**src/include/irqc_regs.svh**
```systemverilog
// offsets, field positions, reset values and timing counts of the interrupt block
// Operation
// - threshold_select in bits 2..0 picks one of eight supply thresholds.
// - read-only low_supply_flag in bit 5 is high while supply is low.
// - detector_enable in bit 4 switches the detector on or off.
// - in sleep the detector is off whatever its enable says.
// - bandgap runs for detector, low-voltage reset or bandgap_enable bit 3.
// - low_supply_request sets only after a fixed delay past the flag rise.
// - a set low_supply_request wakes from idle; preset it to avoid that.
// - the low-supply flag may toggle repeatedly near threshold; tolerate it.
// - edge_select: 00 off, 01 rising, 10 falling, 11 both edges.
// - primary register 0 holds global, pin, mf0, serial enables and flags.
// - primary register 1 holds time base and mf1/mf2 enables and flags.
// - primary register 2 holds low-supply, eeprom, converter enables, flags.
// - touch sub-register holds overflow and threshold enables and flags.
// - compact timer sub-register holds period and match-a enables, flags.
// - standard timer sub-register holds period and match-a flags, enables.
// - unimplemented bits read zero and ignore writes.
// - each sub-register feeds one multi-function primary request.
// - a flag interrupts only with its enable and the global enable set.
// - servicing clears the global enable and the serviced primary flag.
// - any newly set flag wakes from sleep or idle; a preset one does not. Code watches only the ten primary flags, not sub-register flags.
`ifndef IRQC_REGS_SVH
`define IRQC_REGS_SVH

`define IRQC_OFS_LVCTL 8'h00
`define IRQC_OFS_EDGE 8'h04
`define IRQC_OFS_PRI0 8'h08
`define IRQC_OFS_PRI1 8'h0c
`define IRQC_OFS_PRI2 8'h10
`define IRQC_OFS_TKSUB 8'h14
`define IRQC_OFS_CTSUB 8'h18
`define IRQC_OFS_STSUB 8'h1c

`define IRQC_RST_VAL 8'h00
`define IRQC_MSK_LVCTL 8'h1f
`define IRQC_MSK_EDGE 8'h03
`define IRQC_MSK_PRI0 8'h7f
`define IRQC_MSK_PRI1 8'hff
`define IRQC_MSK_PRI2 8'h77
`define IRQC_MSK_SUB 8'h33

`define IRQC_LVD_OUT 5
`define IRQC_LVD_EN 4
`define IRQC_BG_EN 3
`define IRQC_THR_HI 2

`define IRQC_GIE 0
`define IRQC_PINE 1
`define IRQC_MF0E 2
`define IRQC_SERE 3
`define IRQC_PINF 4
`define IRQC_MF0_REQ 5
`define IRQC_SERF 6

`define IRQC_TB0E 0
`define IRQC_TB1E 1
`define IRQC_MF1E 2
`define IRQC_MF2E 3
`define IRQC_TB0_REQ 4
`define IRQC_TB1_REQ 5
`define IRQC_MF1_REQ 6
`define IRQC_MF2_REQ 7

`define IRQC_LSE 0
`define IRQC_EEE 1
`define IRQC_ADE 2
`define IRQC_LS_REQ 4
`define IRQC_EEF 5
`define IRQC_AD_REQ 6

`define IRQC_SUB0E 0
`define IRQC_SUB1E 1
`define IRQC_SUB0F 4
`define IRQC_SUB1F 5

`define IRQC_EDGE_OFF 2'h0
`define IRQC_EDGE_RISE 2'h1
`define IRQC_EDGE_FALL 2'h2
`define IRQC_EDGE_BOTH 2'h3

`define IRQC_CLK_NS 50
`define IRQC_LVD_DLY_NS 10000
`define IRQC_LVD_DLY_CYC ((`IRQC_LVD_DLY_NS + `IRQC_CLK_NS - 1) / `IRQC_CLK_NS)
`define IRQC_LVD_CNT_W 8

`endif

```
**src/include/irqc_pkg.sv**
```systemverilog
// types shared by the interrupt block and its bench
package irqc_pkg;

  typedef enum logic [3:0] {
    IRQC_SRC_PIN,
    IRQC_SRC_MF0,
    IRQC_SRC_SER,
    IRQC_SRC_TB0,
    IRQC_SRC_TB1,
    IRQC_SRC_MF1,
    IRQC_SRC_MF2,
    IRQC_SRC_LV,
    IRQC_SRC_EE,
    IRQC_SRC_AD
  } irqc_src_e;

  typedef struct packed {
    logic serial;
    logic tb0;
    logic tb1;
    logic adc;
    logic eeprom;
    logic tk_ovf;
    logic tk_thr;
    logic ct_per;
    logic ct_ma;
    logic st_per;
    logic st_ma;
  } irqc_evt_s;

  typedef struct packed {
    logic valid;
    irqc_src_e src;
  } irqc_ack_s;

  typedef enum logic {
    IRQC_BUS_RUN,
    IRQC_BUS_RDWAIT
  } irqc_bus_e;

endpackage

```
**src/rtl/irqc_top.sv**
```systemverilog
// interrupt control with low-supply detector registers behind an ahb-lite slave
//
// The register offsets and the AHB-Lite register port were left to the implementer.
`timescale 1ns/1ns
`include "irqc_regs.svh"

module irqc_top
  import irqc_pkg::*;
(
  input wire logic hclk, // system clock
  input wire logic hresetn, // async reset, low
  input wire logic hsel, // slave select
  input wire logic [31:0] haddr, // byte address
  input wire logic [1:0] htrans, // transfer type
  input wire logic hwrite, // write when high
  input wire logic [2:0] hsize, // transfer size
  input wire logic [31:0] hwdata, // write data
  input wire logic hready, // bus ready
  output logic [31:0] hrdata, // read data
  output logic hreadyout, // slave ready
  output logic hresp, // always okay
  input wire logic pin_in, // external interrupt pin
  input wire logic supply_below, // analog comparator, async
  input wire logic low_voltage_reset, // reset monitor enabled
  input wire logic sleep_mode, // cpu in sleep
  input wire logic idle_mode, // cpu in idle
  input wire irqc_evt_s evt, // peripheral event pulses
  input wire irqc_ack_s ack, // cpu service pulse
  output logic irq_req, // request to cpu
  output logic wake_req, // wake pulse
  output logic bandgap_on, // bandgap reference enable
  output logic detector_on, // detector power
  output logic [2:0] threshold_sel, // detector threshold code
  output logic low_supply_flag // detector output
);

  // ****************************************************************
  // helpers
  // ****************************************************************
  function automatic logic [7:0] wr_val(input logic hit, input logic [7:0] wd,
                                        input logic [7:0] cur, input logic [7:0] msk);
    wr_val = hit ? (wd & msk) : cur;
  endfunction

  function automatic logic subs(input logic [7:0] r);
    subs = (r[`IRQC_SUB0F] & r[`IRQC_SUB0E]) | (r[`IRQC_SUB1F] & r[`IRQC_SUB1E]);
  endfunction

  localparam int LVD_CYC = `IRQC_LVD_DLY_CYC;

  // ****************************************************************
  // ahb-lite slave
  // ****************************************************************
  irqc_bus_e bus_r;
  logic [7:0] addr_r;
  logic wr_pend_r;
  logic rd_pend_r;
  logic addr_ph;
  logic [7:0] wd;
  logic [7:0] rd_mux;

  logic [7:0] lv_ctl_r;
  logic [7:0] edge_cfg_r;
  logic [7:0] c0_r;
  logic [7:0] c1_r;
  logic [7:0] c2_r;
  logic [7:0] m0_r;
  logic [7:0] m1_r;
  logic [7:0] m2_r;

  assign addr_ph = hsel & hready & htrans[1];
  assign wd = hwdata[7:0];

  always_ff @(posedge hclk or negedge hresetn)
    if (!hresetn)
    begin
      bus_r <= IRQC_BUS_RUN;
      addr_r <= 8'h00;
      wr_pend_r <= 1'b0;
      rd_pend_r <= 1'b0;
      hreadyout <= 1'b1;
      hresp <= 1'b0;
    end
    else
    begin
      hresp <= 1'b0;
      wr_pend_r <= addr_ph & hwrite;
      rd_pend_r <= 1'b0;
      if (addr_ph)
        addr_r <= haddr[7:0];
      case (bus_r)
        IRQC_BUS_RUN:
          if (addr_ph && !hwrite)
          begin
            bus_r <= IRQC_BUS_RDWAIT;
            hreadyout <= 1'b0;
            rd_pend_r <= 1'b1;
          end
        IRQC_BUS_RDWAIT:
        begin
          bus_r <= IRQC_BUS_RUN;
          hreadyout <= 1'b1;
        end
        default:
        begin
          bus_r <= IRQC_BUS_RUN;
          hreadyout <= 1'b1;
        end
      endcase
    end

  always_comb
  begin
    case (addr_r)
      `IRQC_OFS_LVCTL: rd_mux = {2'b00, low_supply_flag, lv_ctl_r[4:0]};
      `IRQC_OFS_EDGE: rd_mux = edge_cfg_r;
      `IRQC_OFS_PRI0: rd_mux = c0_r;
      `IRQC_OFS_PRI1: rd_mux = c1_r;
      `IRQC_OFS_PRI2: rd_mux = c2_r;
      `IRQC_OFS_TKSUB: rd_mux = m0_r;
      `IRQC_OFS_CTSUB: rd_mux = m1_r;
      `IRQC_OFS_STSUB: rd_mux = m2_r;
      default: rd_mux = 8'h00;
    endcase
  end

  // read data is fetched in the wait cycle so a preceding write is seen
  always_ff @(posedge hclk or negedge hresetn)
    if (!hresetn)
      hrdata <= 32'h0000_0000;
    else if (rd_pend_r)
      hrdata <= {24'h00_0000, rd_mux};

  function automatic logic hit(input logic [7:0] ofs);
    hit = wr_pend_r && (addr_r == ofs);
  endfunction

  // ****************************************************************
  // low-supply detector
  // ****************************************************************
  logic sup_s1;
  logic sup_s2;
  logic det_act;
  logic [`IRQC_LVD_CNT_W-1:0] lvd_cnt_r;
  logic ls_req_set;

  always_ff @(posedge hclk or negedge hresetn)
    if (!hresetn)
      lv_ctl_r <= `IRQC_RST_VAL;
    else
      lv_ctl_r <= wr_val(hit(`IRQC_OFS_LVCTL), wd, lv_ctl_r, `IRQC_MSK_LVCTL);

  assign det_act = lv_ctl_r[`IRQC_LVD_EN] & ~sleep_mode;

  always_ff @(posedge hclk or negedge hresetn)
    if (!hresetn)
    begin
      sup_s1 <= 1'b0;
      sup_s2 <= 1'b0;
    end
    else
    begin
      sup_s1 <= supply_below;
      sup_s2 <= sup_s1;
    end

  always_ff @(posedge hclk or negedge hresetn)
    if (!hresetn)
    begin
      low_supply_flag <= 1'b0;
      detector_on <= 1'b0;
      bandgap_on <= 1'b0;
      threshold_sel <= 3'h0;
    end
    else
    begin
      low_supply_flag <= det_act & sup_s2;
      detector_on <= det_act;
      bandgap_on <= det_act | low_voltage_reset | lv_ctl_r[`IRQC_BG_EN];
      threshold_sel <= lv_ctl_r[`IRQC_THR_HI:0];
    end

  // delay restarts on every fall of the flag, so chatter near threshold is harmless
  always_ff @(posedge hclk or negedge hresetn)
    if (!hresetn)
      lvd_cnt_r <= '0;
    else if (!low_supply_flag)
      lvd_cnt_r <= '0;
    else if (lvd_cnt_r != LVD_CYC[`IRQC_LVD_CNT_W-1:0])
      lvd_cnt_r <= lvd_cnt_r + 1'b1;

  assign ls_req_set = low_supply_flag &&
                   (lvd_cnt_r == LVD_CYC[`IRQC_LVD_CNT_W-1:0] - 1'b1);

  // ****************************************************************
  // external pin edge detect
  // ****************************************************************
  logic pin_s1;
  logic pin_s2;
  logic pin_s3;
  logic pin_set;

  always_ff @(posedge hclk or negedge hresetn)
    if (!hresetn)
      edge_cfg_r <= `IRQC_RST_VAL;
    else
      edge_cfg_r <= wr_val(hit(`IRQC_OFS_EDGE), wd, edge_cfg_r, `IRQC_MSK_EDGE);

  always_ff @(posedge hclk or negedge hresetn)
    if (!hresetn)
    begin
      pin_s1 <= 1'b0;
      pin_s2 <= 1'b0;
      pin_s3 <= 1'b0;
    end
    else
    begin
      pin_s1 <= pin_in;
      pin_s2 <= pin_s1;
      pin_s3 <= pin_s2;
    end

  always_comb
  begin
    case (edge_cfg_r[1:0])
      `IRQC_EDGE_RISE: pin_set = pin_s2 & ~pin_s3;
      `IRQC_EDGE_FALL: pin_set = ~pin_s2 & pin_s3;
      `IRQC_EDGE_BOTH: pin_set = pin_s2 ^ pin_s3;
      default: pin_set = 1'b0;
    endcase
  end

  // ****************************************************************
  // sub-source registers
  // ****************************************************************
  logic [7:0] m0_nxt;
  logic [7:0] m1_nxt;
  logic [7:0] m2_nxt;

  always_comb
  begin
    m0_nxt = wr_val(hit(`IRQC_OFS_TKSUB), wd, m0_r, `IRQC_MSK_SUB);
    m1_nxt = wr_val(hit(`IRQC_OFS_CTSUB), wd, m1_r, `IRQC_MSK_SUB);
    m2_nxt = wr_val(hit(`IRQC_OFS_STSUB), wd, m2_r, `IRQC_MSK_SUB);
    m0_nxt[`IRQC_SUB0F] = m0_nxt[`IRQC_SUB0F] | evt.tk_ovf;
    m0_nxt[`IRQC_SUB1F] = m0_nxt[`IRQC_SUB1F] | evt.tk_thr;
    m1_nxt[`IRQC_SUB0F] = m1_nxt[`IRQC_SUB0F] | evt.ct_per;
    m1_nxt[`IRQC_SUB1F] = m1_nxt[`IRQC_SUB1F] | evt.ct_ma;
    m2_nxt[`IRQC_SUB0F] = m2_nxt[`IRQC_SUB0F] | evt.st_per;
    m2_nxt[`IRQC_SUB1F] = m2_nxt[`IRQC_SUB1F] | evt.st_ma;
  end

  always_ff @(posedge hclk or negedge hresetn)
    if (!hresetn)
    begin
      m0_r <= `IRQC_RST_VAL;
      m1_r <= `IRQC_RST_VAL;
      m2_r <= `IRQC_RST_VAL;
    end
    else
    begin
      m0_r <= m0_nxt;
      m1_r <= m1_nxt;
      m2_r <= m2_nxt;
    end

  // ****************************************************************
  // primary registers
  // ****************************************************************
  logic [7:0] c0_nxt;
  logic [7:0] c1_nxt;
  logic [7:0] c2_nxt;

  function automatic logic svc(input irqc_src_e s);
    svc = ack.valid && (ack.src == s);
  endfunction

  // order: software write, then service clear, then hardware set wins
  always_comb
  begin
    c0_nxt = wr_val(hit(`IRQC_OFS_PRI0), wd, c0_r, `IRQC_MSK_PRI0);
    c1_nxt = wr_val(hit(`IRQC_OFS_PRI1), wd, c1_r, `IRQC_MSK_PRI1);
    c2_nxt = wr_val(hit(`IRQC_OFS_PRI2), wd, c2_r, `IRQC_MSK_PRI2);
    if (ack.valid)
      c0_nxt[`IRQC_GIE] = 1'b0;
    if (svc(IRQC_SRC_PIN))
      c0_nxt[`IRQC_PINF] = 1'b0;
    if (svc(IRQC_SRC_MF0))
      c0_nxt[`IRQC_MF0_REQ] = 1'b0;
    if (svc(IRQC_SRC_SER))
      c0_nxt[`IRQC_SERF] = 1'b0;
    if (svc(IRQC_SRC_TB0))
      c1_nxt[`IRQC_TB0_REQ] = 1'b0;
    if (svc(IRQC_SRC_TB1))
      c1_nxt[`IRQC_TB1_REQ] = 1'b0;
    if (svc(IRQC_SRC_MF1))
      c1_nxt[`IRQC_MF1_REQ] = 1'b0;
    if (svc(IRQC_SRC_MF2))
      c1_nxt[`IRQC_MF2_REQ] = 1'b0;
    if (svc(IRQC_SRC_LV))
      c2_nxt[`IRQC_LS_REQ] = 1'b0;
    if (svc(IRQC_SRC_EE))
      c2_nxt[`IRQC_EEF] = 1'b0;
    if (svc(IRQC_SRC_AD))
      c2_nxt[`IRQC_AD_REQ] = 1'b0;
    c0_nxt[`IRQC_PINF] = c0_nxt[`IRQC_PINF] | pin_set;
    c0_nxt[`IRQC_MF0_REQ] = c0_nxt[`IRQC_MF0_REQ] | subs(m0_r);
    c0_nxt[`IRQC_SERF] = c0_nxt[`IRQC_SERF] | evt.serial;
    c1_nxt[`IRQC_TB0_REQ] = c1_nxt[`IRQC_TB0_REQ] | evt.tb0;
    c1_nxt[`IRQC_TB1_REQ] = c1_nxt[`IRQC_TB1_REQ] | evt.tb1;
    c1_nxt[`IRQC_MF1_REQ] = c1_nxt[`IRQC_MF1_REQ] | subs(m1_r);
    c1_nxt[`IRQC_MF2_REQ] = c1_nxt[`IRQC_MF2_REQ] | subs(m2_r);
    c2_nxt[`IRQC_LS_REQ] = c2_nxt[`IRQC_LS_REQ] | ls_req_set;
    c2_nxt[`IRQC_EEF] = c2_nxt[`IRQC_EEF] | evt.eeprom;
    c2_nxt[`IRQC_AD_REQ] = c2_nxt[`IRQC_AD_REQ] | evt.adc;
  end

  always_ff @(posedge hclk or negedge hresetn)
    if (!hresetn)
    begin
      c0_r <= `IRQC_RST_VAL;
      c1_r <= `IRQC_RST_VAL;
      c2_r <= `IRQC_RST_VAL;
    end
    else
    begin
      c0_r <= c0_nxt;
      c1_r <= c1_nxt;
      c2_r <= c2_nxt;
    end

  // ****************************************************************
  // cpu request and wake
  // ****************************************************************
  logic [9:0] pf_now;
  logic [9:0] pf_nxt;
  logic [9:0] pe_now;

  assign pf_now = {c0_r[6:4], c1_r[7:4], c2_r[6:4]};
  assign pf_nxt = {c0_nxt[6:4], c1_nxt[7:4], c2_nxt[6:4]};
  assign pe_now = {c0_r[3:1], c1_r[3:0], c2_r[2:0]};

  always_ff @(posedge hclk or negedge hresetn)
    if (!hresetn)
    begin
      irq_req <= 1'b0;
      wake_req <= 1'b0;
    end
    else
    begin
      irq_req <= c0_r[`IRQC_GIE] & |(pf_now & pe_now);
      wake_req <= (sleep_mode | idle_mode) & |(pf_nxt & ~pf_now);
    end

endmodule

```
**config.mk**
```make
export PLATFORM = sky130hd
export DESIGN_NAME = irqc_top
export DESIGN_NICKNAME = d
export VERILOG_FILES = /design/src/include/irqc_pkg.sv /design/src/rtl/irqc_top.sv
export VERILOG_INCLUDE_DIRS = /design/src /design/src/include
export SDC_FILE = /design/constraint.sdc
export NUM_CORES = 1
export LEC_CHECK = 0
export BUFFER_PORTS_ARGS = -buffer_cell sky130_fd_sc_hd__buf_2
export CORE_MARGIN = 1.5
export CORE_UTILIZATION = 35
export DETAILED_ROUTE_END_ITERATION = 10
export GPL_TIMING_DRIVEN = 0
export PLACE_DENSITY = 0.63
export SETUP_SLACK_MARGIN = 0.2
export SLEW_MARGIN = 15
export SYNTH_ARGS = -nofsm -noshare
export SYNTH_HDL_FRONTEND = slang
export SYNTH_SLANG_ARGS = --single-unit
```
**constraint.sdc**
```tcl
create_clock -name hclk -period 3.6 [get_ports hclk]
set_input_delay 0 -clock hclk [delete_from_list [all_inputs] [get_ports hclk]]
set_output_delay 0 -clock hclk [all_outputs]
set_load 0.03 [all_outputs]
```
==> impl_results.md, run 1 <==
* Core box area at about 11000 sq um
* First-pass GRT wire length at 16900 um
* Fmax at 0.505 GHz
* Buffers on Ports at approximately 60
* Worst setup path start: m2_r[0]
* Remaining DRCs at 0
* I/O pin total at 137
* Synth Cell Area at between 4000 and 5000 sq um
* Final hold vios at 1
* Finish-stage setup viols at 0
* Slew Limit Headroom at approximately 67%
* Hold slack at -0.137 ps
* RSZ-0062 raised after global routing: no
* Status: finished with violations
* Yosys top cell area share at between 40 and 50%
* Top_reg_cell synth: dfrtp_1
* Htree depth at 3
* DIE HEIGHT at ~110 um
* GP Congestion at ~0.9
* Crit Path Max Fanout at 3
* Hold crit path type: in -> reg
* Max VDD drop at roughly 190 uV
* Unique masters post-synth at 64
* Reg-to-reg setup timing slack at 1620 ps
* HPWL Detailed at approximately 7400 um
* Critical Path AT at about 2200 ps
* Setup TNS at 0 ps
* Cts bufs inserted at 9
* Gr ovfl total at 0
* Clk buf depth at 2
* Final wirelength at approximately 10000 um
* GRT Util Overall at approximately 17%
* Max Cap Violations at 0
* Initial Util at between 30 and 40%
* Post-cts sizing count at 0
* Final Cycle Share at 55.0%
* Initial DRC count at 259
* Commonest cells after routing, fill and taps aside: dfrtp_1 (79), buf_2 (62), dlygate4sd3_1 (28)
* Number of flops mapped to enable cells by yosys at 0
* Critical Path RT at 3800 ps
* Final Critical Period at between 1500 and 2000 ps
* Die X at roughly 110 um
* PwrDens at between 400 and 500 nW/um^2
* Root Driver: clkbuf_16
* Synth Area per Inst at about 11 sq um
* Reg-to-Reg Start: m2_r[0]
* Layout cell share with drive strength beyond 1 at a little under a third
* Pin count of the biggest net entering global routing at 47
* Clk pin slew, worst setup/hold paths at 60 ps
* # diodes at 0
* Count of pins over their slew limit at 0
* #FFs+latches synth at 80
* YS warnings at 0
* Initial antenna violation count at 0
* Vias/cell at a little over 5
* Failing checks: negative hold slack
* Crit path launch type: flop
* Via count at 3212
* Crit path kind: reg -> reg
* Clock Skew at between 6 and 7 ps
* Crit path to: wake_req
* Actual slew at the worst max-slew pin at around 480 ps
* CP endpoint kind: flop
* Register area share after synthesis at about 49%
* Synth area leader: dfrtp_1
* Async SR Flop Fraction at 100%
* Skew-Pair Late Insertion Delay at approximately 330 ps
* Vias in the first global route at 3297
* Commonest non-fill, non-tap cell in the layout: dfrtp_1
* P&R area growth vs syn at 29.1%
* Die area at 12400 sq um
* Drt pass-1 iters at 5
* Antenna viol nets, final at 0
* Cells after Synth at ~360
* Post-DR wirelength/cell at ~16 um
* Total Nets Final at 585
* Clock sinks at 80
* Post-CTS Setup Bufs at 0
* Rows at 39
* CTS tree: yes
* Reg2reg end: wake_req
* R2R depth at 5
* Leak at between 2 and 2.5 nW
* Synth area leaders: dfrtp_1 (48%), mux2_2 (6.6%), buf_4 (4.6%)
==> cell type report <==
class                   instances  area, sq um
plain buffers                  33          238
clock buffers                   9          225
flip-flops and latches         80         2000
repair buffers                 88          606
clock inverters                 7         96.3
multi-input cells             256         1890
inverters                      18         67.6
well taps                     143          179
fillers                      1064         6110
==> how the worst min path moves through the flow <==
stage / endpoint / depth (start not counted) / startpoint
2_1_floorplan: addr_r[0] / 0 / hresetn
3_3_place_gp: pin_s1 / 1 / pin_in
3_5_place_dp: lvd_cnt_r[7] / 1 / hresetn
4_1_cts: c1_r[4] / 3 / hwdata[4]
5_1_grt: c1_r[4] / 3 / hwdata[4]
6_report: c1_r[4] / 3 / hwdata[4]
==> stage by stage <==
stage,utilization [%],instances,setup slack (ps),total power (W),cell area [sq um]
floorplan,-,387,1980,0.00127,4200
global placement,41.0,589,1690,0.00138,4680
detailed placement,41.2,590,1670,0.00139,4710
CTS,46.5,634,1620,0.00240,5310
global route,46.5,634,1440,0.00248,5310
finish,46.5,634,1620,0.00238,5310
==> critical path, stage by stage, from the launching register on <==
cell and delay, ps:
dfrtp_1 410, a22oi_1 360, o22ai_1 160, a2111oi_0 500
nor4b_2 290, a31oi_1 130
==> synth_stat cells (6+ instances only) <==
| master | number |
|---|---|
| dfrtp_1 | 79 |
| buf_4 | 25 |
| mux2_2 | 24 |
| nor2_1 | 24 |
| inv_1 | 18 |
| nor2b_1 | 13 |
| nand2_1 | 10 |
| nand3_1 | 10 |
| o21ai_0 | 9 |
| a21oi_1 | 8 |
| mux2i_1 | 8 |
| nor3_1 | 8 |
| and2_1 | 7 |
| o22ai_1 | 7 |
| a211o_1 | 6 |
| and3_1 | 6 |
| nand3b_1 | 6 |
| xnor2_1 | 6 |
==> repair_timing <==
| action | in CTS | in global routing |
|---|---|---|
| endpoints found under the hold margin | 69 | 0 |
| setup endpoints to repair | 0 | 0 |
| hold buffers | 28 | 0 |
==> sequential cells by signal, indices dropped and copies added (netlist names), 2 cells and up <==
signal,cells
addr_r,8
c0_r,7
c1_r,8
c2_r,6
edge_cfg_r,2
hrdata,8
lv_ctl_r,5
lvd_cnt_r,8
m0_r,4
m1_r,4
m2_r,4
threshold_sel,3
==> cell families (layout without fill, tap and decap cells) <==
family          count (synthesis)  after routing  synth area share, %
mux                            43             43                 13.1
other cells                     1             25               0.0912
simple gates                  109            109                 16.2
fa+ha+maj                       4              4                 1.22
compound gates                 69             69                 12.0
xor+xnor                        6              6                 1.28
flops                          80             80                 48.7
buf+inv                        51            155                 7.42
==> metal layers <==
layer / vias up / track usage, % / wire, um
li1: 1521 / - / -
met1: 1564 / 22.6 / 4440
met4: 0 / 6.92 / 251
met3: 21 / 4.08 / 590
met2: 106 / 27.4 / 4780
met5: - / 0 / 0
==> power breakdown <==
part           internal [W]  switching (W)  total (W)
Clock              0.000607       0.000370   0.000977
Combinational      0.000173       0.000207   0.000380
Sequential         0.000959      0.0000628    0.00102
Total               0.00174       0.000640    0.00238
Note: power is estimated with default switching activity, not from simulation.
==> run 2: changes to the inputs <==
Settings changed: ABC_AREA from default to 1, PLACE_DENSITY 0.63 to 0.65.
Clock period 3.6 ns to 1.8 ns, I/O delays scaled along.
==> run 2 against run 1 <==
  * The flow now finishes without violations
  * Sequential cell count unchanged
  * Worst setup slack worse by 1500 ps
  * Critical endpoint unchanged
  * Largest power group unchanged
  * Final area up 4.7%
==> impl_results.md, run 2 <==
* Register area share after synthesis at 49.1% (+0.36 points)
* Initial antenna violation count at 0 (unchanged)
* Hold crit path type: in -> reg
* Hold slack at 6.77 ps (+6.91 ps)
* CTS tree: yes
* Synth area leaders: dfrtp_1 (48%), nand2_1 (9.4%), inv_1 (7.3%)
* GRT Util Overall at 18.0% (+0.84 points)
* Die area at 12300 sq um (-0.71%)
* Status: complete, no violations
* Remaining DRCs at 0 (unchanged)
* Internal power at 0.00326 W (+88%)
* #FFs+latches synth at 80 (unchanged)
* P&R area growth vs syn at 36.1%
* Initial Util at 35.8% (-0.26 points)
* I/O pin total at 137 (unchanged)
* PwrDens at 783 nW/um^2 (+75%)
* Count leader, synth: nand2_1
* Clock Skew at 3.76 ps (-2.70 ps)
* Setup TNS at 0 ps (unchanged)
* Drt pass-1 iters at 5 (unchanged)
* Critical Path RT at 2030 ps (-1770 ps)
* Max Cap Violations at 0 (unchanged)
* Vias in the first global route at 3709 (+12%)
* Total Nets Final at 729 (+25%)
* Critical Path AT at 1920 ps (-260 ps)
* Post-DR wirelength/cell at 13.8 um (-13%)
* DIE HEIGHT at 111 um (-0.35%)
* Final hold vios at 0 (-1)
* Unique masters post-synth at 39 (-39%)
* Max VDD drop at 512 uV (+170%)
* Count of pins over their slew limit at 0 (unchanged)
* # diodes at 0 (unchanged)
* Cells after Synth at 491 (+35%)
* Initial DRC count at 200 (-23%)
* Finish-stage setup viols at 0 (unchanged)
* First-pass GRT wire length at 17700 um (+4.5%)
* Async SR Flop Fraction at 100% (unchanged)
* Final instance area at 5560 sq um (+4.7%)
* Post-route insts no fill at 777 (+23%)
* CP Cell Sequence: nor2_4, nand2_4, inv_4, nand3_4, buf_8, nor2_4, o21bai_4, nand2_2, nand2_1, inv_2, nand3_2, nand2_1, inv_1
* Final Cycle Share at 93.9% (+39 points)
* Layout cell share with drive strength beyond 1 at 27.8% (-2.6 points)
* Area post-placement at 4680 sq um (-0.64%)
* Root Driver: clkbuf_16
* Gr ovfl total at 0 (unchanged)
* Core box area at 11400 sq um (unchanged)
* Clk buf depth at 2 (unchanged)
* Crit path kind: reg -> reg
* Slowest CP cell: dfrtp_1
* Crit Path Max Fanout at 5 (+2)
* Sequential share of power at 44.2% (+1.2 points)
* Sw Ratio at 25.0% (-1.9 points)
* Crit path buffers/inverters at 4 (+4)
* Via count at 3726 (+16%)
* Sequential cell area at 2010 sq um (+0.12%)
* Final Util at 48.7% (+2.2 points)
* Yosys top cell area share at 48.4% (+0.35 points)
* Comb power frac at 12.7% (-3.3 points)
* Commonest non-fill, non-tap cell in the layout: nand2_1
* CP endpoint kind: flop
* Number of flops mapped to enable cells by yosys at 0 (unchanged)
* Final wirelength at 10700 um (+6.3%)
* Commonest cells after routing, fill and taps aside: nand2_1 (100), inv_1 (77), dfrtp_1 (77)
* Area of the multi-input gates at 1760 sq um (-7.2%)
* Die X at 111 um (-0.35%)
* Synth Cell Area at 4080 sq um (-0.73%)
* RSZ-0062 raised after global routing: yes
* P_sw at 0.00109 W (+70%)
* Cts bufs inserted at 9 (unchanged)
* Top_reg_cell synth: dfrtp_1
* HPWL Detailed at 7550 um (+2.2%)
* Clk pin slew, worst setup/hold paths at 60 ps (about the same)
* Vias/cell at 4.80 (-5.3%)
* Placed insts at 718 (+22%)
* Clock network fraction of design power at 43.1% (+2.0 points)
* YS warnings at 0 (unchanged)
* Pin count of the biggest net entering global routing at 59 (+26%)
* Leak at 2.91 nW (+19%)
* Rows at 39 (unchanged)
* Final Critical Period at 1690 ps (-291 ps)
* Commonest cells post-synth: nand2_1 (102), dfrtp_1 (79), inv_1 (79)
* CP max stage delay at 430 ps (-70 ps)
* Antenna viol nets, final at 0 (unchanged)
* Synth area leader: dfrtp_1
* Skew-Pair Late Insertion Delay at 330 ps (about the same)
* Htree depth at 3 (unchanged)
* Synth Area per Inst at 8.32 sq um (-27%)
* Fmax at 0.591 GHz (+17%)
* GP Congestion at 0.893 (-1.1%)
* # fillers at 1125 (+5.7%)
* Buffers on Ports at 59 (unchanged)
* CP top delay family: simple AND/OR/NAND/NOR gates
* Clock sinks at 80 (unchanged)
* Crit path launch type: flop
run 2: cell types whose count changed in the layout (fill, tap and decap cells not counted), sizes merged, moves of 8 or more:
| cell | change |
|---|---|
| nor2b | -13 |
| nand2 | +98 |
| mux2 | -29 |
| buf | +8 |
| a21oi | +21 |
| inv | +66 |
| nor2 | +22 |
| o21ai | +25 |
| nand3 | +16 |
| mux2i | -8 |
run 2: worst paths after layout:
kind	endpoint	cells past startpoint	slack, ps	startpoint
worst max register to register	wake_req	13	110	addr_r[4]
worst max-delay path	wake_req	13	110	addr_r[4]
min in group asynchronous	pin_s2	2	100	hresetn
worst min register to register	pin_s2	0	350	pin_s1
worst min-delay path	m2_r[0]	3	7	hwdata[0]
max in group asynchronous	lvd_cnt_r[6]	3	1100	hresetn
run 2: logic make-up after synthesis:
family	after synthesis	synth area share [%]
AND/OR/NAND/NOR	195	22.5
buffers and inverters	116	13.4
AO/OA/AOI/OAI	93	13.1
flip-flops	80	49.1
adder cells (fa/ha/maj)	4	1.23
multiplexers	2	0.552
other	1	0.0919
run 2: power groups by stage:
stage / logic, W / registers [W] / clock network (W)
floorplan: 0.000275 / 0.00197 / 0
global placement: 0.000446 / 0.00195 / 0
detailed placement: 0.000461 / 0.00195 / 0
CTS: 0.000524 / 0.00192 / 0.00191
global route: 0.000608 / 0.00193 / 0.00198
finish: 0.000552 / 0.00192 / 0.00188
run 2: final cells by class:
cell class                      instances  area share [%]
Sequential cell                        80            36.1
Multi-Input combinational cell        319            31.6
Timing Repair Buffer                  104            13.5
Inverter                               85            5.85
Clock buffer                           13            4.86
Buffer                                 31            4.19
Tap cell                              143            3.22
Clock inverter                          2           0.676
run 2: routing by layer:
layer / vias to the layer above / share of wire, % / GRT usage [%] / wire length [um]
met1: 1778 / 43 / 22.1 / 4600
met5: - / 0 / 0 / 0
met2: 124 / 50 / 31.0 / 5300
met3: 24 / 4.8 / 3.88 / 512
met4: 0 / 2.6 / 6.58 / 281
li1: 1800 / - / - / -
run 2: timing repair:
| action | CTS | global route |
|---|---|---|
| pin swaps | 3 | 8 |
| endpoints found under the hold margin | 117 | 0 |
| resized for setup | 10 | 31 |
| setup endpoints to repair | 10 | 22 |
| hold buffers | 32 | 0 |
| setup buffers | 5 | 7 |
run 2: stage by stage:
step,worst slack [ps],power (W)
final,109,0.00435
after global placement,103,0.00239
after CTS,135,0.00435
after detailed placement,86.8,0.00241
after floorplan,299,0.00224
after global routing,13.6,0.00452
run 2: worst reg2reg max path, cell delays in order (launching register included):
cell and delay [ps]:
dfrtp_1 430, nor2_4 140, nand2_4 120, inv_4 90, nand3_4 100, buf_8 160
nor2_4 110, o21bai_4 80, nand2_2 70, nand2_1 60, inv_2 50, nand3_2 70
nand2_1 60, inv_1 30
